File: config.mk
export PLATFORM = sky130hd
export DESIGN_NAME = spsc_state_ctrl
export DESIGN_NICKNAME = d
export VERILOG_FILES = /design/src/hdl/spsc_pkg.sv /design/src/hdl/spsc_state_ctrl.sv /design/src/hdl/spsc_micro_tlb.sv
export SDC_FILE = /design/constraint.sdc
export NUM_CORES = 2
export LEC_CHECK = 0
export ABC_AREA = 1
export BUFFER_PORTS_ARGS = -buffer_cell sky130_fd_sc_hd__buf_2
export CAP_MARGIN = 20
export CORE_UTILIZATION = 39
export DETAILED_ROUTE_END_ITERATION = 12
export SKIP_LAST_GASP = 1
export SLEW_MARGIN = 5
export SYNTH_ARGS = -nofsm -noshare
export SYNTH_HDL_FRONTEND = slang
export SYNTH_HIERARCHICAL = 1
export SYNTH_SLANG_ARGS = --single-unit
export TNS_END_PERCENT = 20
File: constraint.sdc
create_clock -name clk_in -period 6.3 [get_ports clk_in]
set_clock_uncertainty 0.05 [all_clocks]
set_input_delay 0.63 -clock clk_in [delete_from_list [all_inputs] [get_ports clk_in]]
set_output_delay 0.63 -clock clk_in [all_outputs]
set_load 0.01 [all_outputs]
File: src/hdl/spsc_pkg.sv
// Package: levels, events, access carriers and micro-TLB sizing
package spsc_pkg;

    // Six privilege and execution levels, binary coded
    typedef enum logic [2:0] {
        LVL_S_ROOT_SUP = 3'h0,
        LVL_S_ROOT_USR = 3'h1,
        LVL_N_ROOT_SUP = 3'h2,
        LVL_N_ROOT_USR = 3'h3,
        LVL_N_GST_SUP  = 3'h4,
        LVL_N_GST_USR  = 3'h5
    } spsc_level_type;

    localparam int NUM_LEVELS = 6;
    localparam spsc_level_type LEVEL_RESET = LVL_S_ROOT_SUP;

    localparam int VA_WIDTH = 64;
    localparam int PA_WIDTH = 40;
    localparam int PAGE_SHIFT = 12;
    localparam int VPN_WIDTH = VA_WIDTH - PAGE_SHIFT;
    localparam int PPN_WIDTH = PA_WIDTH - PAGE_SHIFT;
    localparam int TLB_ENTRIES = 8;
    localparam int CTRL_WIDTH = 32;
    localparam logic [CTRL_WIDTH-1:0] CTRL_RESET = 32'h0000_0000;
    localparam logic [63:0] TTB_RESET = 64'h0000_0000_0000_0000;

    // Kinds of level-changing event from the pipeline
    typedef enum logic [2:0] {
        EV_NONE        = 3'h0,
        EV_RETURN      = 3'h1,
        EV_HANDLER     = 3'h2,
        EV_SECURE_CALL = 3'h3,
        EV_ROOT_CALL   = 3'h4
    } spsc_event_kind_type;

    typedef struct packed {
        logic valid;
        spsc_event_kind_type kind;
        spsc_level_type target;
    } spsc_event_type;

    // Memory access from the processor
    typedef struct packed {
        logic valid;
        logic write;
        logic exec;
        logic [VA_WIDTH-1:0] vaddr;
    } spsc_access_type;

    // One micro-TLB fill
    typedef struct packed {
        logic valid;
        logic [VPN_WIDTH-1:0] vpn;
        logic [PPN_WIDTH-1:0] ppn;
        logic secure;
        logic user_ok;
        logic write_ok;
        logic exec_ok;
        logic [3:0] attr;
    } spsc_tlb_fill_type;

    // Answer to the memory system
    typedef struct packed {
        logic valid;
        logic write;
        logic secure;
        logic [3:0] attr;
        logic [PA_WIDTH-1:0] paddr;
    } spsc_mem_req_type;

    typedef enum logic [2:0] {
        FLT_NONE      = 3'h0,
        FLT_TLB_MISS  = 3'h1,
        FLT_SECURE    = 3'h2,
        FLT_PERM      = 3'h3,
        FLT_ATTR      = 3'h4,
        FLT_LEVEL     = 3'h5,
        FLT_INSTR     = 3'h6
    } spsc_fault_type;

    localparam logic [3:0] ATTR_ILLEGAL = 4'hf;

    function automatic logic lvl_secure(input spsc_level_type l);
        return (l == LVL_S_ROOT_SUP) || (l == LVL_S_ROOT_USR);
    endfunction

    function automatic logic lvl_root(input spsc_level_type l);
        return (l == LVL_S_ROOT_SUP) || (l == LVL_S_ROOT_USR) ||
               (l == LVL_N_ROOT_SUP) || (l == LVL_N_ROOT_USR);
    endfunction

    function automatic logic lvl_sup(input spsc_level_type l);
        return (l == LVL_S_ROOT_SUP) || (l == LVL_N_ROOT_SUP) ||
               (l == LVL_N_GST_SUP);
    endfunction

endpackage

File: src/hdl/spsc_state_ctrl.sv
// Security and privilege state control with access gating
`timescale 1ns/1ps
`default_nettype none
module spsc_state_ctrl import spsc_pkg::*; #(
    parameter int ENTRIES = TLB_ENTRIES
) (
    input wire logic clk_in,
    input wire logic resetn_in,
    input wire spsc_event_type event_in,
    input wire spsc_access_type access_in,
    input wire spsc_tlb_fill_type tlb_fill_in,
    input wire logic tlb_flush_in,
    input wire logic ctrl_we_in,
    input wire logic [CTRL_WIDTH-1:0] ctrl_wdata_in,
    input wire logic ttb_we_in,
    input wire logic [63:0] ttb_wdata_in,
    input wire logic instr_valid_in,
    input wire logic instr_need_secure_in,
    input wire logic instr_need_root_in,
    input wire logic instr_need_sup_in,
    output spsc_level_type level_out,
    output logic secure_out,
    output logic [CTRL_WIDTH-1:0] ctrl_rdata_out,
    output logic [63:0] ttb_out,
    output spsc_mem_req_type mem_req_out,
    output logic instr_allow_out,
    output logic fault_out,
    output spsc_fault_type fault_code_out
);
    spsc_level_type level_q, level_d;
    logic [CTRL_WIDTH-1:0] ctrl_bank_q [NUM_LEVELS];
    logic [63:0] ttb_bank_q [NUM_LEVELS];
    spsc_mem_req_type mem_q, mem_d;
    logic fault_q, fault_d;
    spsc_fault_type code_q, code_d;

    wire cur_sec = lvl_secure(level_q);
    wire cur_root = lvl_root(level_q);
    wire cur_sup = lvl_sup(level_q);
    wire tgt_sec = lvl_secure(event_in.target);
    wire tgt_root = lvl_root(event_in.target);
    wire ev_ret = event_in.valid && event_in.kind == EV_RETURN;
    wire ev_hdl = event_in.valid && event_in.kind == EV_HANDLER;
    wire ev_scall = event_in.valid && event_in.kind == EV_SECURE_CALL;
    wire ev_rcall = event_in.valid && event_in.kind == EV_ROOT_CALL;

    // Only a supervisor may return, and only downward in privilege
    wire leave_sec = cur_sec && !tgt_sec;
    wire leave_root = cur_root && !tgt_root;
    wire ok_leave_sec = ev_ret && level_q == LVL_S_ROOT_SUP;
    wire ok_leave_root = ev_ret && cur_root && cur_sup;
    wire enter_sec = !cur_sec && tgt_sec;
    wire enter_root = !cur_root && tgt_root;
    // Secure entry always lands in secure root supervisor
    wire ok_enter_sec = (ev_hdl || ev_scall) &&
                        event_in.target == LVL_S_ROOT_SUP;
    wire ok_enter_root = (ev_hdl && event_in.target == LVL_N_ROOT_SUP) ||
                         (ev_rcall && event_in.target == LVL_N_ROOT_SUP) ||
                         ok_enter_sec;
    wire ret_from_user = ev_ret && !cur_sup;
    wire call_wrong = (ev_scall && event_in.target != LVL_S_ROOT_SUP) ||
                      (ev_rcall && !tgt_root);
    wire kind_bad = event_in.valid && event_in.kind != EV_NONE &&
                    !(ev_ret || ev_hdl || ev_scall || ev_rcall);
    wire tgt_bad = event_in.valid && event_in.target > LVL_N_GST_USR;
    wire change_bad = event_in.valid && event_in.kind != EV_NONE &&
        ((leave_sec && !ok_leave_sec) || (leave_root && !ok_leave_root) ||
         (enter_sec && !ok_enter_sec) || (enter_root && !ok_enter_root) ||
         ret_from_user || call_wrong || kind_bad || tgt_bad);
    wire change_ok = event_in.valid && event_in.kind != EV_NONE &&
                     !change_bad;

    // Refused changes leave the level untouched
    always_comb begin
        level_d = level_q;
        if (change_ok) begin
            level_d = event_in.target;
        end
    end

    always_ff @(posedge clk_in or negedge resetn_in) begin
        if (!resetn_in) begin
            level_q <= LEVEL_RESET;
        end else begin
            level_q <= level_d;
        end
    end

    // Banked copies; writes and reads only touch the current level
    genvar g;
    generate
        for (g = 0; g < NUM_LEVELS; g++) begin : g_bank
            always_ff @(posedge clk_in or negedge resetn_in) begin
                if (!resetn_in) begin
                    ctrl_bank_q[g] <= CTRL_RESET;
                    ttb_bank_q[g] <= TTB_RESET;
                end else if (level_q == spsc_level_type'(g)) begin
                    if (ctrl_we_in) begin
                        ctrl_bank_q[g] <= ctrl_wdata_in;
                    end
                    if (ttb_we_in) begin
                        ttb_bank_q[g] <= ttb_wdata_in;
                    end
                end
            end
        end
    endgenerate

    assign ctrl_rdata_out = ctrl_bank_q[level_q];
    assign ttb_out = ttb_bank_q[level_q];

    logic tlb_hit;
    spsc_tlb_fill_type tlb_ent;

    // Context tag is the level code, so translations never cross levels
    spsc_micro_tlb #(.ENTRIES(ENTRIES)) u_tlb (
        .clk_in(clk_in),
        .resetn_in(resetn_in),
        .flush_in(tlb_flush_in),
        .fill_in(tlb_fill_in),
        .ctx_in(level_q),
        .vpn_in(access_in.vaddr[VA_WIDTH-1:PAGE_SHIFT]),
        .hit_out(tlb_hit),
        .entry_out(tlb_ent)
    );

    wire sec_bad = tlb_ent.secure && !cur_sec;
    wire perm_bad = (!cur_sup && !tlb_ent.user_ok) ||
                    (access_in.write && !tlb_ent.write_ok) ||
                    (access_in.exec && !tlb_ent.exec_ok);
    wire attr_bad = tlb_ent.attr == ATTR_ILLEGAL ||
                    (access_in.exec && tlb_ent.attr[3]);

    // Check order gives a single precise cause per access
    always_comb begin
        mem_d = '0;
        fault_d = 1'b0;
        code_d = FLT_NONE;
        if (event_in.valid && change_bad) begin
            fault_d = 1'b1;
            code_d = FLT_LEVEL;
        end else if (access_in.valid) begin
            fault_d = 1'b1;
            if (!tlb_hit) begin
                code_d = FLT_TLB_MISS;
            end else if (sec_bad) begin
                code_d = FLT_SECURE;
            end else if (perm_bad) begin
                code_d = FLT_PERM;
            end else if (attr_bad) begin
                code_d = FLT_ATTR;
            end else begin
                fault_d = 1'b0;
                mem_d.valid = 1'b1;
                mem_d.write = access_in.write;
                mem_d.secure = tlb_ent.secure;
                mem_d.attr = tlb_ent.attr;
                mem_d.paddr = {tlb_ent.ppn,
                    access_in.vaddr[PAGE_SHIFT-1:0]};
            end
        end else if (instr_valid_in && !instr_allow_out) begin
            fault_d = 1'b1;
            code_d = FLT_INSTR;
        end
    end

    assign instr_allow_out = (!instr_need_secure_in || cur_sec) &&
                             (!instr_need_root_in || cur_root) &&
                             (!instr_need_sup_in || cur_sup);

    always_ff @(posedge clk_in or negedge resetn_in) begin
        if (!resetn_in) begin
            mem_q <= '0;
            fault_q <= 1'b0;
            code_q <= FLT_NONE;
        end else begin
            mem_q <= mem_d;
            fault_q <= fault_d;
            code_q <= code_d;
        end
    end

    assign level_out = level_q;
    assign secure_out = cur_sec;
    assign mem_req_out = mem_q;
    assign fault_out = fault_q;
    assign fault_code_out = code_q;

    AST_NS_NO_SECURE: assert property (@(posedge clk_in)
        disable iff (!resetn_in)
        mem_req_out.valid && mem_req_out.secure |-> $past(cur_sec))
        else $error("Non-secure level reached secure memory");

    AST_SEC_ACCESS: assert property (@(posedge clk_in)
        disable iff (!resetn_in)
        access_in.valid && cur_sec && tlb_hit && !perm_bad && !attr_bad
        && !(event_in.valid && change_bad) |=> mem_req_out.valid)
        else $error("Secure access was not issued");

    AST_LEAVE_SEC: assert property (@(posedge clk_in)
        disable iff (!resetn_in)
        lvl_secure($past(level_q)) && !secure_out |->
        $past(level_q) == LVL_S_ROOT_SUP && $past(ev_ret))
        else $error("Left secure state on an illegal path");

    AST_LEAVE_ROOT: assert property (@(posedge clk_in)
        disable iff (!resetn_in)
        lvl_root($past(level_q)) && !lvl_root(level_q) |->
        $past(ev_ret) && lvl_sup($past(level_q)))
        else $error("Left root level on an illegal path");

    AST_ENTER_SEC: assert property (@(posedge clk_in)
        disable iff (!resetn_in)
        !lvl_secure($past(level_q)) && secure_out |->
        $past(ev_hdl) || $past(ev_scall))
        else $error("Entered secure state on an illegal path");

    AST_ENTER_ROOT: assert property (@(posedge clk_in)
        disable iff (!resetn_in)
        !lvl_root($past(level_q)) && lvl_root(level_q) |->
        $past(ev_hdl) || $past(ev_rcall) || $past(ev_scall))
        else $error("Entered root level on an illegal path");

    AST_BAD_CHANGE_FAULT: assert property (@(posedge clk_in)
        disable iff (!resetn_in)
        change_bad |=> fault_out && fault_code_out == FLT_LEVEL &&
        level_q == $past(level_q))
        else $error("Illegal level change not blocked");

    AST_PADDR: assert property (@(posedge clk_in)
        disable iff (!resetn_in)
        mem_req_out.valid |-> mem_req_out.paddr[PAGE_SHIFT-1:0] ==
        $past(access_in.vaddr[PAGE_SHIFT-1:0]))
        else $error("Page offset not carried into physical address");

    AST_MISS_FAULT: assert property (@(posedge clk_in)
        disable iff (!resetn_in)
        access_in.valid && !tlb_hit && !change_bad |=>
        fault_out && fault_code_out == FLT_TLB_MISS && !mem_req_out.valid)
        else $error("Untranslated access not faulted");

    AST_INSTR: assert property (@(posedge clk_in)
        disable iff (!resetn_in)
        instr_allow_out && instr_need_secure_in |-> secure_out)
        else $error("Secure-only instruction allowed outside secure");

    AST_LEVEL_LEGAL: assert property (@(posedge clk_in)
        disable iff (!resetn_in)
        level_out <= LVL_N_GST_USR)
        else $error("Level left the six legal codes");

    AST_NS_SEC_FAULT: assert property (@(posedge clk_in)
        disable iff (!resetn_in)
        access_in.valid && tlb_hit && tlb_ent.secure && !cur_sec &&
        !(event_in.valid && change_bad) |=>
        fault_out && fault_code_out == FLT_SECURE && !mem_req_out.valid)
        else $error("Secure target reached from non-secure level");

    AST_USER_PERM: assert property (@(posedge clk_in)
        disable iff (!resetn_in)
        access_in.valid && tlb_hit && !cur_sup && !tlb_ent.user_ok &&
        !(event_in.valid && change_bad) |=> fault_out && !mem_req_out.valid)
        else $error("User level used a supervisor-only page");

    AST_GRANT_ATTR: assert property (@(posedge clk_in)
        disable iff (!resetn_in)
        mem_req_out.valid |-> mem_req_out.attr != ATTR_ILLEGAL)
        else $error("Access granted with an illegal attribute");

    AST_INSTR_FAULT: assert property (@(posedge clk_in)
        disable iff (!resetn_in)
        instr_valid_in && !instr_allow_out && !access_in.valid &&
        !(event_in.valid && change_bad) |=>
        fault_out && fault_code_out == FLT_INSTR)
        else $error("Refused instruction raised no fault");

    AST_CTRL_WRITE: assert property (@(posedge clk_in)
        disable iff (!resetn_in)
        ctrl_we_in && level_d == level_q |=>
        ctrl_rdata_out == $past(ctrl_wdata_in))
        else $error("Control write not seen by its own level");

    AST_CTRL_KEEP: assert property (@(posedge clk_in)
        disable iff (!resetn_in)
        !ctrl_we_in && level_d == level_q |=> $stable(ctrl_rdata_out))
        else $error("Control copy changed without a write");

    AST_TTB_WRITE: assert property (@(posedge clk_in)
        disable iff (!resetn_in)
        ttb_we_in && level_d == level_q |=> ttb_out == $past(ttb_wdata_in))
        else $error("Table base write not seen by its own level");
endmodule
`default_nettype wire

File: src/hdl/spsc_micro_tlb.sv
// Fully associative micro-TLB with round-robin refill
`timescale 1ns/1ps
`default_nettype none
module spsc_micro_tlb import spsc_pkg::*; #(
    parameter int ENTRIES = TLB_ENTRIES
) (
    input wire logic clk_in,
    input wire logic resetn_in,
    input wire logic flush_in,
    input wire spsc_tlb_fill_type fill_in,
    input wire logic [2:0] ctx_in,
    input wire logic [VPN_WIDTH-1:0] vpn_in,
    output logic hit_out,
    output spsc_tlb_fill_type entry_out
);
    localparam int IW = (ENTRIES > 1) ? $clog2(ENTRIES) : 1;

    spsc_tlb_fill_type ent_q [ENTRIES];
    logic [2:0] ctx_q [ENTRIES];
    logic [IW-1:0] ptr_q;
    logic [ENTRIES-1:0] match;

    // Entries are tagged with the level so contexts never alias
    genvar g;
    generate
        for (g = 0; g < ENTRIES; g++) begin : g_ent
            assign match[g] = ent_q[g].valid && ent_q[g].vpn == vpn_in &&
                              ctx_q[g] == ctx_in;
            always_ff @(posedge clk_in or negedge resetn_in) begin
                if (!resetn_in) begin
                    ent_q[g] <= '0;
                    ctx_q[g] <= 3'h0;
                end else if (flush_in) begin
                    ent_q[g].valid <= 1'b0;
                end else if (fill_in.valid && ptr_q == IW'(g)) begin
                    ent_q[g] <= fill_in;
                    ctx_q[g] <= ctx_in;
                end
            end
        end
    endgenerate

    always_ff @(posedge clk_in or negedge resetn_in) begin
        if (!resetn_in) begin
            ptr_q <= '0;
        end else if (fill_in.valid) begin
            ptr_q <= (ptr_q == IW'(ENTRIES - 1)) ? '0 : ptr_q + 1'b1;
        end
    end

    always_comb begin
        hit_out = 1'b0;
        entry_out = '0;
        for (int i = 0; i < ENTRIES; i++) begin
            if (match[i] && !hit_out) begin
                hit_out = 1'b1;
                entry_out = ent_q[i];
            end
        end
    end
endmodule
`default_nettype wire

==> impl_results.md <==
- Outcome: finished, violations left
- Failing checks: DRC
- Sw Pwr: 14650 uW
- Vias in the first global route: ~53000
- Average wire per standard cell: ~24 um
- Max VDD drop: 0.4180 mV
- Pwr/cell area: 501.6 nW/um2
- Worst Hold Class: input pin to flop
- Die area: 165100 um2
- Routed vias: 56950
- Fill cell count: 16440
- Gr ovfl total: 0
- Combinational share of power: 0.304
- Setup violations, final: 0
- DRT iter0 DRCs: 7039
- GRT Overall Usage: 0.3026
- Hpwl dp: 172800 um
- Warnings, synthesis: 6
- Design area: 73100 um2
- Clk pin slew, worst setup/hold paths: 0.06 ns
- Placement Cell Area: 67460 um2
- Worst EP arrival: 6.36 ns
- Critical path required time: between 6 and 7 ns
- Post-route setup TNS: 0 ns
- DRC: 2
- Max-slew violations: 0
- Cell count after synthesis: 8068
- Clk pwr share: 0.259
- Ports: 420
- Clock sinks: 1369
- NumNets Final: 8514
- Root Buffer: clkbuf_16
- H-tree levels: 4
- Startpoint type of the worst setup path: flop
- Routability cong.: roughly 1.0
- PortBufs: 419
- Critical Path Sink Type: flop
- Final wirelength: 251400 um
- Max frequency: 173.4 MHz
- Max_cap viols: 0
- Slew @ Worst Pin: 1.337 ns
- 1st-pass router iterations: 12
- Synth Area per Inst: 7.904 um2
- Die height: 406.4 um
- Commonest non-fill, non-tap cell in the layout: nand2_1
- Syn nets: 8342
- Setup bufs post-CTS: 0
- CORE AREA: between 150000 and 200000 um2
- Max incr delay on CP: 0.77 ns
- Routed Antenna Nets: 0
- Pint: 22020 uW
- Design Power: 36670 uW
- Leakage: between 0.03 and 0.04 uW
- Hold violation count in the final report: 0
- Initial antenna violation count: 40
- Flop pwr share: 0.437
- Row cnt: ~150
- Crit-path most repeated cell: nor2_1
- First-pass GRT wire length: 366800 um
- Initial Utilization: 0.3922
- Worst setup path class: flop to flop
- Crit-path max FO: 50
- Synthesis-to-layout area growth: 14.64%
- Clk_lat worst skew: 0.83 ns
- Slowest cell on the critical path: dfrtp_4
- Deepest clock path buffer count: 3
- Core Util, Final: 0.4496
- Syn Std Cell Area: 63770 um2
- Slew margin rel.: 0.1090
- Largest net degree at the start of global routing: around 180
- Num CTS Buffers: 157
- Die W: 406.4 um
- Switching share of total power: 0.3995
- Crit path time final: 5.766 ns
- DR vias/cell: 5.395
- Placed Cells: 10240
- Commonest cells after routing, fill and taps aside: nand2_1 (2713), o21ai_0 (1380), dfrtp_1 (1367)
- RSZ-0062 raised after global routing: false
- Layout Cells excl Fill: 10560
- Share of post-route cells with drive strength above 1: 0.1024
- Final period util: 0.9152
- CTS tree: built
[power by group through the flow]
stage / logic, uW / clock network (uW) / registers [uW]
3_3_place_gp: 10800 / 0 / 15900
3_5_place_dp: 11000 / 0 / 16000
6_report: 11100 / 9490 / 16000
2_1_floorplan: 7050 / 0 / 14600
4_1_cts: 11100 / 9660 / 15900
5_1_grt: 12500 / 10000 / 16400
[layout make-up]
type                       count  area (um2)  share of cell area
antenna                       14       35.03           0.0004793
timing repair buffer         526        3131             0.04283
clock buffer                 229        4551             0.06225
tap                         2175        2721             0.03723
sequential                  1369       34270              0.4688
multi-input combinational   5499       24970              0.3416
clock inverter                57       839.6             0.01149
inverter                     687        2582             0.03533
[what timing repair did]
item | 4_1_cts | 5_1_grt
resized for setup | 0 | 0
setup endpoints to repair | 0 | 2
hold buffers | 15 | 0
endpoints found under the hold margin | 115 | 0
[worst paths after layout]
kind	depth (start not counted)	start	slack [ns]	endpoint
max in group asynchronous	3	resetn_in	4.09	u_tlb/ent_q[692]
worst max-delay path	25	level_out[0]	0.53	mem_req_out[32]
min in group asynchronous	2	resetn_in	0.38	u_tlb/ent_q[388]
worst max register to register	25	level_out[0]	0.53	mem_req_out[32]
worst min-delay path	3	ttb_wdata_in[7]	0.1	ttb_bank_q[7]
worst min register to register	2	u_tlb/ent_q[468]	0.43	u_tlb/ent_q[468]
[worst max-delay path, delay by kind of cell (launching register included)]
family          cells  cell delay (ns)
flops               1             0.77
compound gates      1             0.12
simple gates       21             3.14
buf+inv             3             1.39
[layer usage]
metal	vias to the layer above	wire [um]	GRT usage
met5	-	207	0
met4	32	10010	0.1121
met3	416	21680	0.05981
met2	2493	109500	0.4513
met1	27770	110000	0.4333
li1	26240	-	-
[sequential cells by signal (all words and copies together), names as in the netlist]
| name | count |
|---|---|
| fault_code_out | 3 |
| level_out | 3 |
| u_tlb/ctx_q | 24 |
| mem_req_out | 47 |
| fault_out | 1 |
| u_tlb/ent_q | 712 |
| ctrl_bank_q | 192 |
| ttb_bank_q | 384 |
| u_tlb/ptr_q | 3 |
[stage by stage]
step,worst slack (ns),hold slack (ns)
finish,0.5343,0.09716
global route,0.1200,0.09263
CTS,0.4782,0.05137
detailed placement,0.5010,0.4148
global placement,0.5415,0.4074
floorplan,2.854,0.2844
Power figures use the tool's default switching activity.
